<file path="src/phy_cfg_pkg.sv">
// Constants and types for the PHY configuration and control register group
// Function
// - With the extension bit 11 set and a partner forced to 100 Mb/s, the link runs full duplex.
// - Bit 9 turns on robust crossover resolution.
// - Bit 8 turns on quick crossover resolution for forced 100 Mb/s on both ends.
// - Bit 7 makes the shared pad an interrupt output when set and a power-down input when clear.
// - Bit 6 forces the interrupt pin active while it is set.
// - Bits 5:3 ignore writes and read as zero.
// - Bit 1 is read-only, reads one once the cable test has completed, and resets to one.
// - Bit 2 is read-only, reads one when the cable test failed, and resets to zero.
// - Control bit 15 does a full reset including registers and then clears itself.
// - Control bit 14 restarts operation, keeps registers, and then clears itself.
// - Test lane bit 7 drives the test mode on all four channels.
// - With bit 7 clear, bits 6:5 pick channel A, B, C or D.
`default_nettype none
package phy_cfg_pkg;

  // ****************************************
  // Register map, word indexes and widths
  // ****************************************
  localparam int ADDR_W = 8;
  localparam int DATA_W = 32;
  localparam int REG_W = 16;
  localparam logic [5:0] IDX_PHY_CONFIG_THREE = 6'h1e;
  localparam logic [5:0] IDX_SRST = 6'h1f;
  localparam logic [5:0] IDX_TMCH = 6'h25;
  localparam int LANES = 4;

  // ****************************************
  // Field positions
  // ****************************************
  localparam int PHY_CONFIG_THREE_FDX = 11;
  localparam int PHY_CONFIG_THREE_ROBUST = 9;
  localparam int PHY_CONFIG_THREE_QUICK = 8;
  localparam int PHY_CONFIG_THREE_INTOE = 7;
  localparam int PHY_CONFIG_THREE_FORCE = 6;
  localparam int PHY_CONFIG_THREE_FAIL = 2;
  localparam int PHY_CONFIG_THREE_DONE = 1;
  localparam int PHY_CONFIG_THREE_KICK = 0;
  localparam int SRST_FULL = 15;
  localparam int SRST_REINIT = 14;
  localparam int TM_ALL = 7;
  localparam int TM_SEL_LO = 5;
  localparam int TM_RSVD_LO = 8;

  // ****************************************
  // Reset values
  // ****************************************
  localparam logic DONE_RST = 1'b1;
  localparam logic FAIL_RST = 1'b0;
  localparam logic [7:0] TM_RSVD_VAL = 8'h04;
  localparam logic [2:0] TM_RST = 3'h0;

  // Writable configuration fields
  typedef struct packed {
    logic fdxExt;
    logic robust;
    logic quick;
    logic intOe;
    logic forceIrq;
    logic kick;
  } cfg_t;
  localparam cfg_t CFG_RST = '0;

  // Cable test sequencer
  typedef enum logic [1:0] {
    T_IDLE = 2'b01,
    T_RUN = 2'b10
  } test_state_t;

endpackage
`default_nettype wire

</file>
<file path="src/phy_config_control_regs.sv">
// Configuration and control register group with its control outputs
//
// The Avalon-MM interface to the registers was decided locally.
`timescale 1ns/1ps
`default_nettype none
module phy_config_control_regs
(
  // Clock, reset, enable
  input wire logic clk,
  input wire logic reset,
  input wire logic ce,
  // Avalon-MM slave
  input wire logic [phy_cfg_pkg::ADDR_W-1:0] address,
  input wire logic read,
  input wire logic write,
  input wire logic [phy_cfg_pkg::DATA_W-1:0] writedata,
  input wire logic [3:0] byteenable,
  output logic [phy_cfg_pkg::DATA_W-1:0] readdata,
  output logic waitrequest,
  // Duplex and crossover
  input wire logic partnerForced100,
  input wire logic stdFullDuplex,
  output logic linkFullDuplex,
  output logic robustCrossoverEn,
  output logic quickCrossoverEn,
  // Shared interrupt or power-down pad
  input wire logic irqEvent,
  input wire logic irqPadIn,
  output logic irqPadOutN,
  output logic irqPadOe,
  output logic powerDownReq,
  // Cable test engine
  input wire logic cableTestEnd,
  input wire logic cableTestBad,
  output logic cableTestStart,
  // Device resets
  output logic fullResetPulse,
  output logic reinitPulse,
  // Test pattern lanes A..D
  output logic [phy_cfg_pkg::LANES-1:0] testLaneEn
);

  // ****************************************
  // Registers
  // ****************************************
  phy_cfg_pkg::cfg_t cfg_r;
  phy_cfg_pkg::test_state_t testState_r;
  logic done_r;
  logic fail_r;
  logic [2:0] tmSel_r;
  logic softFull_r;
  logic softReinit_r;
  logic waitReq_r;
  logic [phy_cfg_pkg::DATA_W-1:0] rdData_r;
  logic padSync1_r;
  logic padSync2_r;
  logic fdx_r;
  logic robust_r;
  logic quick_r;
  logic irqN_r;
  logic oe_r;
  logic pwdn_r;
  logic start_r;
  logic [phy_cfg_pkg::LANES-1:0] lanes_r;

  // Byte-lane merge of a 16-bit register
  function automatic logic [15:0] merge16(input logic [15:0] old, input logic [31:0] wd, input logic [3:0] be);
    merge16 = {be[1] ? wd[15:8] : old[15:8], be[0] ? wd[7:0] : old[7:0]};
  endfunction

  // ****************************************
  // Bus decode
  // ****************************************
  wire logic [5:0] wordIdx = address[phy_cfg_pkg::ADDR_W-1:2];
  wire logic hitCfg3 = (wordIdx == phy_cfg_pkg::IDX_PHY_CONFIG_THREE);
  wire logic hitSrst = (wordIdx == phy_cfg_pkg::IDX_SRST);
  wire logic hitTmch = (wordIdx == phy_cfg_pkg::IDX_TMCH);
  wire logic doWrite = write && !waitReq_r;
  wire logic [15:0] cfgOld = {4'h0, cfg_r.fdxExt, 1'b0, cfg_r.robust, cfg_r.quick, cfg_r.intOe, cfg_r.forceIrq,
    3'h0, fail_r, done_r, cfg_r.kick};
  wire logic [15:0] cfgNew = merge16(cfgOld, writedata, byteenable);
  wire logic [15:0] srstNew = merge16({softFull_r, softReinit_r, 14'h0}, writedata, byteenable);
  wire logic [15:0] tmNew = merge16({phy_cfg_pkg::TM_RSVD_VAL, tmSel_r, 5'h00}, writedata, byteenable);
  wire logic wrCfg = doWrite && hitCfg3;
  wire logic wrSrst = doWrite && hitSrst;
  wire logic wrTm = doWrite && hitTmch;
  wire logic kickNow = wrCfg && cfgNew[phy_cfg_pkg::PHY_CONFIG_THREE_KICK];
  wire logic regRst = reset || softFull_r;

  // Read mux, unmapped words read zero
  wire logic [15:0] rdWord = hitCfg3 ? cfgOld :
    hitSrst ? {softFull_r, softReinit_r, 14'h0} :
    hitTmch ? {phy_cfg_pkg::TM_RSVD_VAL, tmSel_r, 5'h00} : 16'h0000;

  // ****************************************
  // Avalon answer, one wait cycle per access
  // ****************************************
  always_ff @(posedge clk)
  begin
    if (reset)
    begin
      waitReq_r <= 1'b1;
      rdData_r <= '0;
    end
    else if (ce)
    begin
      waitReq_r <= !((read || write) && waitReq_r);
      if (read && waitReq_r)
        rdData_r <= {16'h0000, rdWord};
    end
  end

  // ****************************************
  // Configuration fields
  // ****************************************
  always_ff @(posedge clk)
  begin
    if (regRst)
    begin
      cfg_r <= phy_cfg_pkg::CFG_RST;
      tmSel_r <= phy_cfg_pkg::TM_RST;
    end
    else if (ce)
    begin
      if (wrCfg)
        cfg_r <= '{fdxExt: cfgNew[phy_cfg_pkg::PHY_CONFIG_THREE_FDX], robust: cfgNew[phy_cfg_pkg::PHY_CONFIG_THREE_ROBUST],
          quick: cfgNew[phy_cfg_pkg::PHY_CONFIG_THREE_QUICK], intOe: cfgNew[phy_cfg_pkg::PHY_CONFIG_THREE_INTOE],
          forceIrq: cfgNew[phy_cfg_pkg::PHY_CONFIG_THREE_FORCE], kick: cfgNew[phy_cfg_pkg::PHY_CONFIG_THREE_KICK]};
      if (wrTm)
        tmSel_r <= tmNew[phy_cfg_pkg::TM_ALL:phy_cfg_pkg::TM_SEL_LO];
    end
  end

  // ****************************************
  // Self-clearing soft resets
  // ****************************************
  always_ff @(posedge clk)
  begin
    if (regRst)
    begin
      softFull_r <= 1'b0;
      softReinit_r <= 1'b0;
    end
    else if (ce)
    begin
      softFull_r <= wrSrst && srstNew[phy_cfg_pkg::SRST_FULL];
      softReinit_r <= wrSrst && srstNew[phy_cfg_pkg::SRST_REINIT];
    end
  end

  // ****************************************
  // Cable test sequencer
  // ****************************************
  always_ff @(posedge clk)
  begin
    if (regRst)
    begin
      testState_r <= phy_cfg_pkg::T_IDLE;
      done_r <= phy_cfg_pkg::DONE_RST;
      fail_r <= phy_cfg_pkg::FAIL_RST;
      start_r <= 1'b0;
    end
    else if (ce)
    begin
      start_r <= 1'b0;
      unique case (testState_r)
        phy_cfg_pkg::T_IDLE:
        begin
          if (kickNow)
          begin
            testState_r <= phy_cfg_pkg::T_RUN;
            start_r <= 1'b1;
            done_r <= 1'b0;
            fail_r <= 1'b0;
          end
        end
        phy_cfg_pkg::T_RUN:
        begin
          if (cableTestEnd)
          begin
            testState_r <= phy_cfg_pkg::T_IDLE;
            done_r <= 1'b1;
            fail_r <= cableTestBad;
          end
        end
        default:
          testState_r <= phy_cfg_pkg::T_IDLE;
      endcase
    end
  end

  // ****************************************
  // Pad synchroniser
  // ****************************************
  // Two flops ahead of any logic, idle level high so reset makes no false edge
  always_ff @(posedge clk)
  begin
    if (reset)
    begin
      padSync1_r <= 1'b1;
      padSync2_r <= 1'b1;
    end
    else if (ce)
    begin
      padSync1_r <= irqPadIn;
      padSync2_r <= padSync1_r;
    end
  end

  // ****************************************
  // Control outputs
  // ****************************************
  // Next values, each registered once below
  wire logic fdx_nxt = (cfg_r.fdxExt && partnerForced100) || stdFullDuplex;
  wire logic irqN_nxt = !(cfg_r.forceIrq || irqEvent);
  wire logic pwdn_nxt = !cfg_r.intOe && !padSync2_r;
  wire logic [phy_cfg_pkg::LANES-1:0] lanes_nxt = tmSel_r[2] ? {phy_cfg_pkg::LANES{1'b1}} :
    phy_cfg_pkg::LANES'(1) << tmSel_r[1:0];

  // Output flops follow their next values one cycle late
  always_ff @(posedge clk)
  begin
    if (reset)
    begin
      fdx_r <= 1'b0;
      robust_r <= 1'b0;
      quick_r <= 1'b0;
      irqN_r <= 1'b1;
      oe_r <= 1'b0;
      pwdn_r <= 1'b0;
      lanes_r <= '0;
    end
    else if (ce)
    begin
      fdx_r <= fdx_nxt;
      robust_r <= cfg_r.robust;
      quick_r <= cfg_r.quick;
      oe_r <= cfg_r.intOe;
      irqN_r <= irqN_nxt;
      pwdn_r <= pwdn_nxt;
      lanes_r <= lanes_nxt;
    end
  end

  assign readdata = rdData_r;
  assign waitrequest = waitReq_r;
  assign linkFullDuplex = fdx_r;
  assign robustCrossoverEn = robust_r;
  assign quickCrossoverEn = quick_r;
  assign irqPadOutN = irqN_r;
  assign irqPadOe = oe_r;
  assign powerDownReq = pwdn_r;
  assign cableTestStart = start_r;
  assign fullResetPulse = softFull_r;
  assign reinitPulse = softReinit_r;
  assign testLaneEn = lanes_r;
endmodule
`default_nettype wire

</file>
<file path="config.mk">
export PLATFORM = sky130hd
export DESIGN_NAME = phy_config_control_regs
export DESIGN_NICKNAME = d
export VERILOG_FILES = /design/src/phy_cfg_pkg.sv /design/src/phy_config_control_regs.sv
export SDC_FILE = /design/constraint.sdc
export NUM_CORES = 1
export LEC_CHECK = 0
export BUFFER_PORTS_ARGS = -buffer_cell sky130_fd_sc_hd__buf_4
export CAP_MARGIN = 20
export CORE_AREA = 2 2 72 74
export DETAILED_ROUTE_END_ITERATION = 8
export DIE_AREA = 0 0 74 76
export PLACE_DENSITY = 0.74
export SKIP_CTS_REPAIR_TIMING = 1
export SLEW_MARGIN = 25
export SYNTH_ARGS = -nofsm -noshare
export SYNTH_HDL_FRONTEND = slang
export SYNTH_SLANG_ARGS = --single-unit
</file>
<file path="constraint.sdc">
create_clock -name clk -period 1.4 [get_ports clk]
set_input_delay 0.28 -clock clk [delete_from_list [all_inputs] [get_ports clk]]
set_output_delay 0.28 -clock clk [all_outputs]
set_load 0.02 [all_outputs]
</file>
Word level (Yosys, flattened, before mapping)
Index checks and enable logic that the tools add are counted.

storage, ports and cells
  register bits after elaboration = 45
  output and inout port bits = 46
  logic and storage cells = 76
  input bits = 55

cells by class
  reductions and logical operators = 28
  eq/ne operators = 7
  multiplexer cells = 16
  shift operators = 1

operators by type and width
  operator                                                               count
  16-bit two-way mux                                                     2
  6-bit by 5-bit equality test with 1-bit output, second input constant  2
  3-bit AND reduction                                                    4
  1-bit logical AND                                                      11
  11-bit two-way mux                                                     1
  8-bit two-way mux                                                      1
  6-bit equality test, second input constant                             1
  1-bit two-way mux                                                      6
  1-bit logical NOT                                                      5
  1-bit logical OR                                                       4
  2-bit two-way mux                                                      2
  4-bit two-way mux                                                      1
  2-bit != test, second input constant                                   2
  1-bit case mux with 2 select lines                                     2
  2-bit case mux with 2 select lines                                     1
  2-bit AND reduction                                                    2
  4-bit AND reduction                                                    1
  1-bit by 2-bit << shifter with 4-bit output, first input constant      1
  2-bit by 1-bit equality test with 1-bit output, second input constant  1
  2-bit equality test, second input constant                             1
  2-bit nonzero test                                                     1

Depth between registers and ports, before layout
  word-level depth = 6
  gate-level depth with buffers = 6
  depth with buffers taken out = 3

Worst setup path after synthesis
No wires, ideal clock.

  path type = register -> register
  from = register waitReq_r (netlist: waitrequest)
  to = register done_r
  clock period less this slack = 1.517 ns
  stages on the path, launching flop included = 4
  setup time = 0.120 ns
  arrival = 1.398 ns
  setup slack = -0.117 ns
  required time = 1.280 ns
  buffers on the path = 0
  path through = dfxtp_1 -> nand3b_4 -> or4_4 -> a211o_1

between the ends
  cells in the longest elaborated chain, start to end = 6

RTL lines
  what                                  line                            text
  start: declaration                    phy_config_control_regs.sv:53   logic waitReq_r;
  start signal: assignment              phy_config_control_regs.sv:107  waitReq_r <= !((read || write) && waitReq_r);
  1-bit logical NOT                     phy_config_control_regs.sv:78   wire logic doWrite = write && !waitReq_r;
  1-bit logical AND                     phy_config_control_regs.sv:78
  1-bit logical AND                     phy_config_control_regs.sv:84   wire logic wrCfg = doWrite && hitCfg3;
  1-bit logical AND                     phy_config_control_regs.sv:87   wire logic kickNow = wrCfg && cfgNew[phy_cfg_pkg::PHY_CONFIG_THREE_KICK];
  2-bit != test (no source line)        n/a
  4-bit AND reduction (no source line)  n/a
  end signal: assignment                phy_config_control_regs.sv:159  done_r <= phy_cfg_pkg::DONE_RST;
  end: declaration                      phy_config_control_regs.sv:48   logic done_r;

No other way between the ends.
A chain may end at the register's enable or synchronous reset.

Worst setup path after layout
Ends and elaborated chain as after synthesis.

==> impl_results.md <==
- Worst Path Required: around 1600 ps
- Mean Syn Cell Area: about 8.8 um^2
- Worst skew pair latency: about 300 ps
- Netlist cell types: 35
- Remaining routing DRC violations: 0
- Final Skew: between 5 and 6 ps
- Starting Density: between 30% and 40%
- H-tree depth: 2
- RSZ-0062 raised after global routing: true
- Status: complete, no violations
- Detail Route Antenna Nets: 0
- CP top delay family: simple AND/OR/NAND/NOR gates
- Finish-stage setup viols: 0
- Hpwl dp: between 3000 and 4000 um
- Period utilization: a little over nine tenths
- WHS Path Cells: 2
- Hold Crit Start: irqPadIn
- Hold endpoint: padSync1_r
- DR WL/cell: roughly 12 um
- Most common cell after layout, fill and taps aside: buf_4
- Reg2reg path depth: 3
- FF+latch count, synth: approximately 40
- Die ar.: roughly 5600 um^2
- Max-cap violations: 0
- Ports: between 100 and 150
- Leak: between 1 and 1.5 nW
- Period minus WS final: 1380 ps
- R2R Path Start: waitrequest
- Initial DRC count: ~80
- Crit path cell chain: nand3b_4, or4_4, a211o_1
- Top FF cell, synth: dfxtp_1
- Max incr delay on CP: roughly 520 ps
- Crit path kind: reg2reg
- Post-synth ARST share: 0%
- Die Y: 76 um
- Pin count of the biggest net entering global routing: 21
- Initial antenna violation count: 0
- First-pass GRT wire length: a little over 7000 um
- Most frequent cells in the layout: buf_4 (72), dfxtp_1 (40), nand2_1 (29)
- First-pass detailed-route iteration total: 4
- Die width: approximately 74 um
- Synth Instances: around 220
- Yosys Warn Count: 0
- Critical path arrival: roughly 1600 ps
- Worst-path maximum fanout: 4
- Fmax achieved: between 700 and 800 MHz
- Port-buffer cells: 53
- FF-to-FF End: done_r
- Fin. max-slew vios: 0
- Core ar.: between 4000 and 5000 um^2
- Critical-path top delay cell: or4_4
- Clock tree from TritonCTS: built
- Reg2reg setup slack: between 15 and 20 ps
- Num CTS Buffers: 5
- Worst hold slack: between 150 and 200 ps
- # rows: 26
- Fraction of layout cells with a size suffix above 1: ~30%
- Vias per cell: 4.77
- # diodes: 0
- Vias in the first global route: about 1,600
- Final Hold Vio Count: 0
- Area Growth Syn to Fin: 30.9%
- Worst-path clk slew: roughly 80 ps
- # nets final: approximately 340
- Sink Count: between 40 and 50
- Sequential share of the synthesized area: between 40% and 50%
- Setup crit end kind: flip-flop
- Grt total ovfl: 0
- RePlAce Congestion: 0.826
- Worst hold path type: in2reg
- CTS Buffer Depth: 2
- Final wirelength: approximately 4300 um
- GRT Total Usage: about 16%
- EDFF count, synth: 0
- Clock root buffer: clkbuf_8
- WP buf/inv: 0
- Pwr Density: slightly above 900 nW/um^2
- Critical path launch point type: flip-flop
- Power after layout: 2.28 mW
- Netlist Area Pre-Place: roughly 1900 um^2
- Vias: between 1,500 and 2,000
- Maximum VDD drop: between 0.0005 and 0.0006 V
[area by class of cell]
type,instances,area (um^2)
multi-input combinational,158,925
fill,496,2440
tap,70,87.6
inverter,2,7.51
timing repair buffer,72,541
sequential,41,825
clock buffer,6,72.6
clock inverter,2,10.0
[how the worst max path moves through the flow]
stage / from / endpoint / slack (ps) / depth (start not counted)
after global placement: address[7] / cfgOld[8] / -80 / 4
after floorplan: waitrequest / done_r / -30 / 3
final: waitrequest / done_r / 20 / 3
after global routing: waitrequest / done_r / -30 / 3
after detailed placement: address[7] / done_r / -80 / 4
after CTS: waitrequest / done_r / -10 / 3
[layer usage]
metal  share of wire, %  GRT usage (%)  vias up  wire (um)
li1                   -              -      838          -
met2                 50           27.3       60       2140
met4                1.6           7.82        0         67
met5                  0              0        -          0
met1                 42           17.9      769       1800
met3                6.4           4.63        7        275
[power breakdown]
part           leakage [nW]  switching [mW]  internal (mW)
combinational         0.749           0.192          0.143
sequential            0.333          0.0104           1.19
clock                0.0450           0.407          0.346
[metrics by stage]
stage / worst slack, ps / area (um^2) / utilization [%] / setup TNS, ps / cells
3_5_place_dp: -77.9 / 2380 / 48.5 / -488 / 343
5_1_grt: -25.8 / 2470 / 50.2 / -42.2 / 351
2_1_floorplan: -34.9 / 1960 / - / -34.9 / 234
4_1_cts: -11.5 / 2460 / 50.2 / -11.5 / 351
6_report: 15.8 / 2470 / 50.2 / 0 / 351
3_3_place_gp: -76.9 / 2380 / 48.5 / -366 / 343
[synthesized netlist by cell type (3+ instances only)]
master	number	share of area [%]
nor3_1	3	0.80
o21ai_0	5	1.3
nor2b_1	5	1.7
dfxtp_1	41	44
nand2_1	29	5.8
clkbuf_1	6	1.2
nand4_1	9	3.0
a211o_1	3	1.4
buf_2	7	1.9
mux2i_1	14	7.4
a21oi_1	17	4.5
nor2_1	14	2.8
buf_4	20	8.0
nand2b_1	6	2.0
and4b_1	3	1.6
nand3_1	10	2.7
[state kept, by name, indices dropped and copies added (netlist names)]
signal and cells:
cableTestStart 1, cfgOld 6, done_r 1, fail_r 1, fullResetPulse 1, irqPadOe 1
irqPadOutN 1, linkFullDuplex 1, padSync1_r 1, padSync2_r 1, powerDownReq 1, quickCrossoverEn 1
readdata 12, reinitPulse 1, robustCrossoverEn 1, testLaneEn 4, testState_r 2, tmSel_r 3
waitrequest 1
[kinds of logic after synthesis]
| group | count (synthesis) | share of synthesized area (%) |
|---|---|---|
| DFF | 41 | 43.5 |
| AOI/OAI and AO/OA | 34 | 10.9 |
| muxes | 14 | 7.43 |
| and+or+nand+nor | 90 | 26.5 |
| other | 1 | 0.199 |
| buffers and inverters | 35 | 11.4 |
No activity file was read; power rests on OpenSTA's default activity.
